**src/lcdrc_pkg.sv**
```systemverilog
package lcdrc_pkg;

	//--------------------------------------------------------------
	// register numbers on the core's register port
	//--------------------------------------------------------------
	localparam logic [3:0] REG_COMMAND     = 4'h3;
	localparam logic [3:0] REG_DISPLAY_B   = 4'h6;
	localparam logic [3:0] REG_LOOKUP      = 4'h7;

	// command register field positions
	localparam int CMD_SCAN_BIT = 0;
	localparam int CMD_DISP_BIT = 1;

	//--------------------------------------------------------------
	// panel geometry
	//--------------------------------------------------------------
	localparam int SEG_COUNT   = 24;
	localparam int WORD_W      = 4;
	localparam int LINES_FOUR  = 4;
	localparam int LINES_THREE = 3;

	//--------------------------------------------------------------
	// timing
	//--------------------------------------------------------------
	localparam longint CLOCK_HZ    = 50000000;
	localparam longint INT_CLK_HZ  = 200000;
	localparam int     CP_DIV_CYC  = int'(CLOCK_HZ / INT_CLK_HZ);
	localparam int     DIV_DEPTH   = 9;
	localparam int     PRE_W       = 8;
	localparam int     STAGE_W     = 16;

	//--------------------------------------------------------------
	// lookup decoder contents, entry i in bits 8*i+7 : 8*i
	//--------------------------------------------------------------
	localparam logic [127:0] LOOKUP_DEFAULT = 128'h0F0E0D0C0B0A09080706050403020100;

	typedef logic [SEG_COUNT-1:0][WORD_W-1:0] lcdrc_words_t;

	// controller state
	typedef struct packed {
		lcdrc_words_t               shiftWords;
		lcdrc_words_t               shownWords;
		logic                       scan;
		logic                       dispEn;
		logic                       supplyOn;
		logic                       blank;
		logic [PRE_W-1:0]           preCount;
		logic [STAGE_W-1:0]         stageCount;
		logic [1:0]                 line;
		logic [WORD_W-1:0]          portA;
		logic [WORD_W-1:0]          portB;
		logic [WORD_W-1:0]          rdData;
		logic [SEG_COUNT-1:0]       segOut;
		logic [LINES_FOUR-1:0]      comOut;
	} lcdrc_state_s;

	// supply open at reset, so every drive line sits high
	localparam lcdrc_state_s STATE_RESET = '{
		shiftWords: '0, shownWords: '0, scan: 1'b0, dispEn: 1'b0,
		supplyOn: 1'b0, blank: 1'b0, preCount: '0, stageCount: '0,
		line: 2'h0, portA: 4'h0, portB: 4'h0, rdData: 4'h0,
		segOut: {SEG_COUNT{1'b1}}, comOut: 4'hF};

	// lookup readout state
	typedef struct packed {
		logic [1:0] sliceIdx;
	} lcdrc_lk_s;

	localparam lcdrc_lk_s LK_RESET = '{sliceIdx: 2'h0};

endpackage : lcdrc_pkg
```
**src/lcdrc_ctrl.sv**
```systemverilog
`timescale 1ns/100ps
module lcdrc_ctrl #(
	parameter bit           FOUR_LINES = 1'b1,
	parameter int           DIV_M      = lcdrc_pkg::DIV_DEPTH,
	parameter int           PRE_CYC    = lcdrc_pkg::CP_DIV_CYC,
	parameter logic [127:0] TABLE      = lcdrc_pkg::LOOKUP_DEFAULT
) (
	input  wire logic                            clock,
	input  wire logic                            rst_b,
	input  wire logic [3:0]                      regAddr,
	input  wire logic [lcdrc_pkg::WORD_W-1:0]    regWrData,
	input  wire logic                            regWrite,
	input  wire logic                            regRead,
	input  wire logic                            auxPortAWrite,
	input  wire logic                            holdFlag,
	output logic      [lcdrc_pkg::WORD_W-1:0]    regRdData,
	output logic      [lcdrc_pkg::SEG_COUNT-1:0] segDrive,
	output logic      [lcdrc_pkg::LINES_FOUR-1:0] comDrive,
	output logic                                 panelSupplyOn,
	output logic      [lcdrc_pkg::WORD_W-1:0]    auxPortA,
	output logic      [lcdrc_pkg::WORD_W-1:0]    sharedPortB
);
	import lcdrc_pkg::*;

	//--------------------------------------------------------------
	// derived constants
	//--------------------------------------------------------------
	localparam logic [PRE_W-1:0]   PRE_LAST   = PRE_W'(PRE_CYC - 1);
	localparam logic [STAGE_W-1:0] STAGE_LAST = STAGE_W'((1 << DIV_M) - 1);
	localparam logic [1:0]         LINE_LAST  = FOUR_LINES ? 2'(LINES_FOUR - 1)
	                                                       : 2'(LINES_THREE - 1);

	lcdrc_state_s        st_q;
	lcdrc_state_s        st_d;
	logic [WORD_W-1:0]   lookupSlice;
	logic                wrCommand;
	logic                wrDisplay;
	logic                wrLookup;
	logic                rdLookup;
	logic                cpTick;
	logic                lineTick;

	//--------------------------------------------------------------
	// helpers
	//--------------------------------------------------------------

	// one-hot select of the active backplane line
	function automatic logic [3:0] lineMask(input logic [1:0] idx);
		logic [3:0] m;
		m = 4'h0;
		m[idx] = 1'b1;
		return m;
	endfunction : lineMask

	// segment pattern for one backplane line
	function automatic logic [SEG_COUNT-1:0] segPattern(input lcdrc_words_t w, input logic [1:0] idx);
		logic [SEG_COUNT-1:0] p;
		p = '0;
		for (int i = 0; i < SEG_COUNT; i++) begin
			p[i] = w[i][idx];
		end
		return p;
	endfunction : segPattern

	//--------------------------------------------------------------
	// register port decode
	//--------------------------------------------------------------

	// write and read strobes per register number
	assign wrCommand = regWrite && regAddr == REG_COMMAND;
	assign wrDisplay = regWrite && regAddr == REG_DISPLAY_B;
	assign wrLookup  = regWrite && regAddr == REG_LOOKUP;
	assign rdLookup  = regRead && regAddr == REG_LOOKUP;

	//--------------------------------------------------------------
	// lookup decoder
	//--------------------------------------------------------------

	// readout restarts on a fresh code write or on reset
	lcdrc_lookup #(
		.FOUR_LINES (FOUR_LINES),
		.TABLE      (TABLE)
	) u_lookup (
		.clock     (clock),
		.rst_b     (rst_b),
		.codeWrite (wrLookup),
		.codeIn    (regWrData),
		.sliceRead (rdLookup),
		.slice     (lookupSlice)
	);

	//--------------------------------------------------------------
	// timebase
	//--------------------------------------------------------------

	// internal clock enable and end of each backplane period
	assign cpTick   = st_q.preCount == PRE_LAST;
	assign lineTick = cpTick && st_q.stageCount == STAGE_LAST;

	//--------------------------------------------------------------
	// next state
	//--------------------------------------------------------------
	always_comb begin
		st_d = st_q;

		// prescaler to the internal clock rate
		if (cpTick) begin
			st_d.preCount = '0;
		end else begin
			st_d.preCount = st_q.preCount + PRE_W'(1);
		end

		// divider stages, 2^m internal clocks per line
		if (lineTick) begin
			st_d.stageCount = '0;
		end else if (cpTick) begin
			st_d.stageCount = st_q.stageCount + STAGE_W'(1);
		end

		// backplane line counter, n lines per frame
		if (lineTick) begin
			if (st_q.line == LINE_LAST) begin
				st_d.line = 2'h0;
			end else begin
				st_d.line = st_q.line + 2'h1;
			end
		end

		// command register
		if (wrCommand) begin
			st_d.scan   = regWrData[CMD_SCAN_BIT];
			st_d.dispEn = regWrData[CMD_DISP_BIT];
		end

		// register 6 steers to shift register or port B
		if (wrDisplay) begin
			if (!st_q.scan) begin
				// first word written ends at the top position
				st_d.shiftWords = {st_q.shiftWords[SEG_COUNT-2:0], regWrData};
			end else begin
				st_d.portB = regWrData;
			end
		end

		// port A latch, independent of scan
		if (auxPortAWrite) begin
			st_d.portA = regWrData;
		end

		// shown data follows the shift register only while scanning
		if (st_q.scan) begin
			st_d.shownWords = st_q.shiftWords;
		end

		// blank once a line switch falls inside a load period
		if (st_d.scan) begin
			st_d.blank = 1'b0;
		end else if (lineTick) begin
			st_d.blank = 1'b1;
		end

		// panel supply switch
		if (st_d.scan) begin
			st_d.supplyOn = 1'b1;
		end else if (holdFlag) begin
			st_d.supplyOn = 1'b0;
		end

		// register read data, write-only ports read as zero
		if (regRead) begin
			case (regAddr)
				REG_COMMAND: st_d.rdData = {2'b00, st_q.dispEn, st_q.scan};
				REG_LOOKUP:  st_d.rdData = lookupSlice;
				default:     st_d.rdData = 4'h0;
			endcase
		end

		// panel drive levels
		if (!st_d.supplyOn) begin
			st_d.segOut = {SEG_COUNT{1'b1}};
			st_d.comOut = 4'hF;
		end else begin
			st_d.comOut = lineMask(st_d.line);
			if (st_d.blank || !st_d.dispEn) begin
				st_d.segOut = '0;
			end else begin
				st_d.segOut = segPattern(st_d.shownWords, st_d.line);
			end
		end
	end

	//--------------------------------------------------------------
	// state register
	//--------------------------------------------------------------
	always_ff @(posedge clock or negedge rst_b) begin
		if (!rst_b) begin
			st_q <= STATE_RESET;
		end else begin
			st_q <= st_d;
		end
	end

	//--------------------------------------------------------------
	// outputs
	//--------------------------------------------------------------

	// every output straight from the state register
	assign regRdData     = st_q.rdData;
	assign segDrive      = st_q.segOut;
	assign comDrive      = st_q.comOut;
	assign panelSupplyOn = st_q.supplyOn;
	assign auxPortA      = st_q.portA;
	assign sharedPortB   = st_q.portB;

endmodule : lcdrc_ctrl

```
**src/lcdrc_lookup.sv**
```systemverilog
`timescale 1ns/100ps
module lcdrc_lookup #(
	parameter bit           FOUR_LINES = 1'b1,
	parameter logic [127:0] TABLE      = lcdrc_pkg::LOOKUP_DEFAULT
) (
	input  wire logic                         clock,
	input  wire logic                         rst_b,
	input  wire logic                         codeWrite,
	input  wire logic [lcdrc_pkg::WORD_W-1:0] codeIn,
	input  wire logic                         sliceRead,
	output logic      [lcdrc_pkg::WORD_W-1:0] slice
);
	import lcdrc_pkg::*;

	lcdrc_lk_s  lk_q;
	lcdrc_lk_s  lk_d;
	logic [7:0] result_q;

	//--------------------------------------------------------------
	// slice selection
	//--------------------------------------------------------------
	function automatic logic [3:0] pick(input logic [7:0] r, input logic [1:0] idx, input bit four);
		logic [3:0] v;
		v = 4'h0;
		if (four) begin
			case (idx)
				2'h0:    v = r[3:0];
				2'h1:    v = r[7:4];
				default: v = 4'h0;
			endcase
		end else begin
			case (idx)
				2'h0:    v = {1'b0, r[2:0]};
				2'h1:    v = {1'b0, r[5:3]};
				2'h2:    v = {2'b00, r[7:6]};
				default: v = 4'h0;
			endcase
		end
		return v;
	endfunction : pick

	assign slice = pick(result_q, lk_q.sliceIdx, FOUR_LINES);

	// slice pointer restarts on a code write, steps on each read until it holds at 3
	always_comb begin
		lk_d = lk_q;
		if (codeWrite) begin
			lk_d.sliceIdx = 2'h0;
		end else if (sliceRead && lk_q.sliceIdx != 2'h3) begin
			lk_d.sliceIdx = lk_q.sliceIdx + 2'h1;
		end
	end

	always_ff @(posedge clock or negedge rst_b) begin
		if (!rst_b) begin
			lk_q <= LK_RESET;
		end else begin
			lk_q <= lk_d;
		end
	end

	// result register, deliberately outside reset
	always_ff @(posedge clock) begin
		if (codeWrite) begin
			result_q <= TABLE[{codeIn, 3'b000} +: 8];
		end
	end

endmodule : lcdrc_lookup

```
**config.mk**
```make
export PLATFORM = sky130hd
export DESIGN_NAME = lcdrc_ctrl
export DESIGN_NICKNAME = d
export VERILOG_FILES = /design/src/lcdrc_pkg.sv /design/src/lcdrc_ctrl.sv /design/src/lcdrc_lookup.sv
export SDC_FILE = /design/constraint.sdc
export NUM_CORES = 1
export LEC_CHECK = 0
export BUFFER_PORTS_ARGS = -buffer_cell sky130_fd_sc_hd__buf_4
export CORE_ASPECT_RATIO = 0.5
export CORE_MARGIN = 8
export CORE_UTILIZATION = 46
export DETAILED_ROUTE_END_ITERATION = 6
export PLACE_DENSITY = 0.73
export SYNTH_ARGS = -nofsm -noshare
export SYNTH_HDL_FRONTEND = slang
export SYNTH_SLANG_ARGS = --single-unit
```
**constraint.sdc**
```tcl
create_clock -name clock -period 2.7 [get_ports clock]
set_input_delay 0.27 -clock clock [delete_from_list [all_inputs] [get_ports clock]]
set_output_delay 0.27 -clock clock [all_outputs]
set_load 0.01 [all_outputs]
```
==> flow_summary.ini <==
[floorplan]
ioPinCount = 55
die_x_um = 240.3
rows = 41
core-area_um2 = 24980
fp.dieH_um = 128.2
dieArea_um2 = 30800
start_util_pct = 46.33

[setup_path]
cp.arrival_ns = 3.00
cp_max_fo = 16
worstPathCellList = or4_4, or4_4, o21ai_4, and2_4, buf_12, mux2i_2, o211ai_2
cp-start-kind = flop
crit_type = reg2reg
max_stage_delay_ns = 0.56
path_delay_family = simple AND/OR/NAND/NOR gates
endpoint_kind = flop
crit_buf_inv = 1
worst_path_most_repeated_cell = or4_4
cp.required_ns = 3.08
worstSetupStartpoint = st_q[55]
rr_startpoint = st_q[55]
slowest_stage = or4_4

[yosys]
synth_flop_cell = dfrtp_1
synthMuxAreaShare_pct = 21.62
synth_area_leaders = dfrtp_1 51%, mux2_2 16%, dfstp_2 6.4%
synth-compound-area-share_pct = 6.507
syn_area_um2 = 11570
ys_async_sr_fraction_pct = 98.51
ys_seq_elements = 268
avgSynthCellArea_um2 = 14.31
synth_warnings = 0
synthSimpleGateAreaFrac_pct = 6.334
synth_top_area_cell = dfrtp_1
syn-num-nets = 829
syn_inst = 809
ys_seq_area_share_pct = 58.42
synth_fa_ha_area_share_pct = 0.6486
synth.top_cell.area_share_pct = 51.02
synthDistinctLibCells = 58
synth_edf_count = 4
synth_top_family_by_area = multiplexers
yosys.area_share.xor_xnor_pct = 1.362

[run]
maxCapViolCount = 0

[clocking]
cts_buffers = 26
cts_max_level = 1
cts_buffer_depth = 3
cts_root_buf = clkbuf_16
clk_pin_slew_worst_paths_ns = 0.06
cts.sinks = 268
clock_latency_ns = 0.51
cts_tree = done

[global_route]
overflow = 0
antenna_found_initial = 0
grt_pass1_vias = 6762
grt_max_degree = 99
grt_use_total_pct = 13.60
grt_pass1_wl_mm = 35.09

[timing]
finalClockSkew_ns = 0.007236
drv_slew = 0
worstMarginPinSlew_ns = 1.117
final-hold-violation-count = 0
fin_ws_ns = 0.08107
finalCritPeriodShare_pct = 97.00
worst_slew_margin_rel_pct = 25.27
setup_viol = 0
finalCriticalPeriod_ns = 2.619
fmax_ghz = 0.3818
rsz0062_at_grt = false

[min_path]
hold_path.class = in2reg
hp-start = regWrite

[finish]
final_core_util_pct = 52.91
syn_to_final_growth_pct = 14.19
antenna_cells = 0
stdcell_count = 1214
drive_above_1_share_pct = 44.02
finalNetCount = 870

[placement]
gp_congestion = 0.7794
hpwl_mm = 12.87
port_buffers = 54
pre_cts_ws_ns = -0.09219
dp.cells = 1159

[route]
post_drt_wl_per_cell_um = 16.78
routed-wl-met3_um = 488
wl_mm = 20.38
viasPerCell = 5.212
drc_errors = 0
met1Wirelength_mm = 9.561
drtPass1Iterations = 5
vias = 6327
drtIter0Drc = 379
ant_nets = 0
wl_met2_mm = 9.944
highest_layer = met4

[run_status]
status = finished, final reports clean

[power_and_ir_drop]
power_density_nw_per_um2 = 708.7
static-leakage-power_nw = 6.480
p_total_mw = 9.368
vdd_ir_drop_max_mv = 0.3502
==> kinds of logic (layout without fill, tap and decap cells) <==
family,after synthesis,in the layout
flip-flops,268,268
XOR/XNOR,18,18
AO/OA/AOI/OAI,75,75
adder cells (fa/ha/maj),6,6
buffers and inverters,92,153
AND/OR/NAND/NOR,125,125
multiplexers,225,225
==> layer usage <==
metal	vias to the layer above	track usage, %
li1	2926	-
met3	31	2.146
met5	-	0
met1	3308	18.31
met4	0	3.267
met2	62	22.95
==> final timing paths <==
check	end	cells after the start	slack, ns
max in group asynchronous	segDrive[23]	3	1.56
hold / removal	u_lookup.lk_q[0]	2	0.03
setup reg to reg	segDrive[11]	7	0.08
setup / recovery	segDrive[11]	7	0.08
min in group asynchronous	auxPortA[1]	2	0.28
hold reg to reg	regRdData[0]	2	0.44
==> through the flow <==
step / setup TNS, ns / hold slack (ns) / cell area (um^2)
detailed placement: -0.7630 / 0.2562 / 12220
CTS: 0 / 0.01480 / 13210
global route: 0 / 0.01791 / 13220
floorplan: 0 / -0.02559 / 11570
finish: 0 / 0.02702 / 13220
global placement: -0.03415 / 0.2508 / 12220
==> cells in the mapped netlist (all sizes together) (4+ instances only) <==
cell type,n
and3,6
and4,4
buf,54
clkbuf,25
dfrtp,236
dfstp,28
edfxtp,4
ha,6
inv,11
mux2,200
mux2i,25
nand2,30
nand3,10
nand3b,24
nor2,26
o211ai,48
o21ai,14
xnor2,9
xor2,9
==> sequential cells by signal, summed over array words and instances, names as in the netlist <==
name and flops:
st_q 221, segDrive 24, auxPortA 4, comDrive 4
regRdData 4, sharedPortB 4, u_lookup.result_q 4, u_lookup.lk_q 2
panelSupplyOn 1
==> where the power goes <==
part           internal (mW)  switching (mW)
sequential              4.36           0.125
clock                   2.33            1.47
combinational          0.514           0.570
==> layout make-up <==
cell class | count | area (um^2)
Inverter | 11 | 41.29
Tap cell | 344 | 430.4
Multi-Input combinational cell | 449 | 4243
Sequential cell | 268 | 6765
Clock buffer | 39 | 800.8
Timing Repair Buffer | 94 | 813.3
Clock inverter | 9 | 123.9
Fill cell | 2023 | 11770
==> placed cells by master, fill, tap and decap left out, drive strengths merged, types with 2 or more instances in the layout <==
cell type and instances:
a21boi 2, a21oi 3, and2 2, and3 6, and4 4, buf 89
bufinv 3, clkbuf 39, clkinv 4, dfrtp 236, dfstp 28, dlygate4sd3 5
edfxtp 4, ha 6, inv 12, mux2 200, mux2i 25, nand2 30
nand2b 2, nand3 10, nand3b 24, nand4 3, nand4b 2, nor2 26
nor3 2, nor4 3, nor4b 2, o211ai 48, o21ai 14, o311ai 2
or3 3, or4 2, xnor2 9, xor2 9
==> timing repair <==
| item | in CTS | in global routing |
|---|---|---|
| hold buffers | 5 | 0 |
| resized for setup | 0 | 1 |
| endpoints found under the hold margin | 66 | 0 |
| endpoints found under the setup margin | 17 | 1 |
| buffers inserted | 2 | 0 |
| pin swaps | 1 | 0 |
Power figures use the tool's default switching activity.
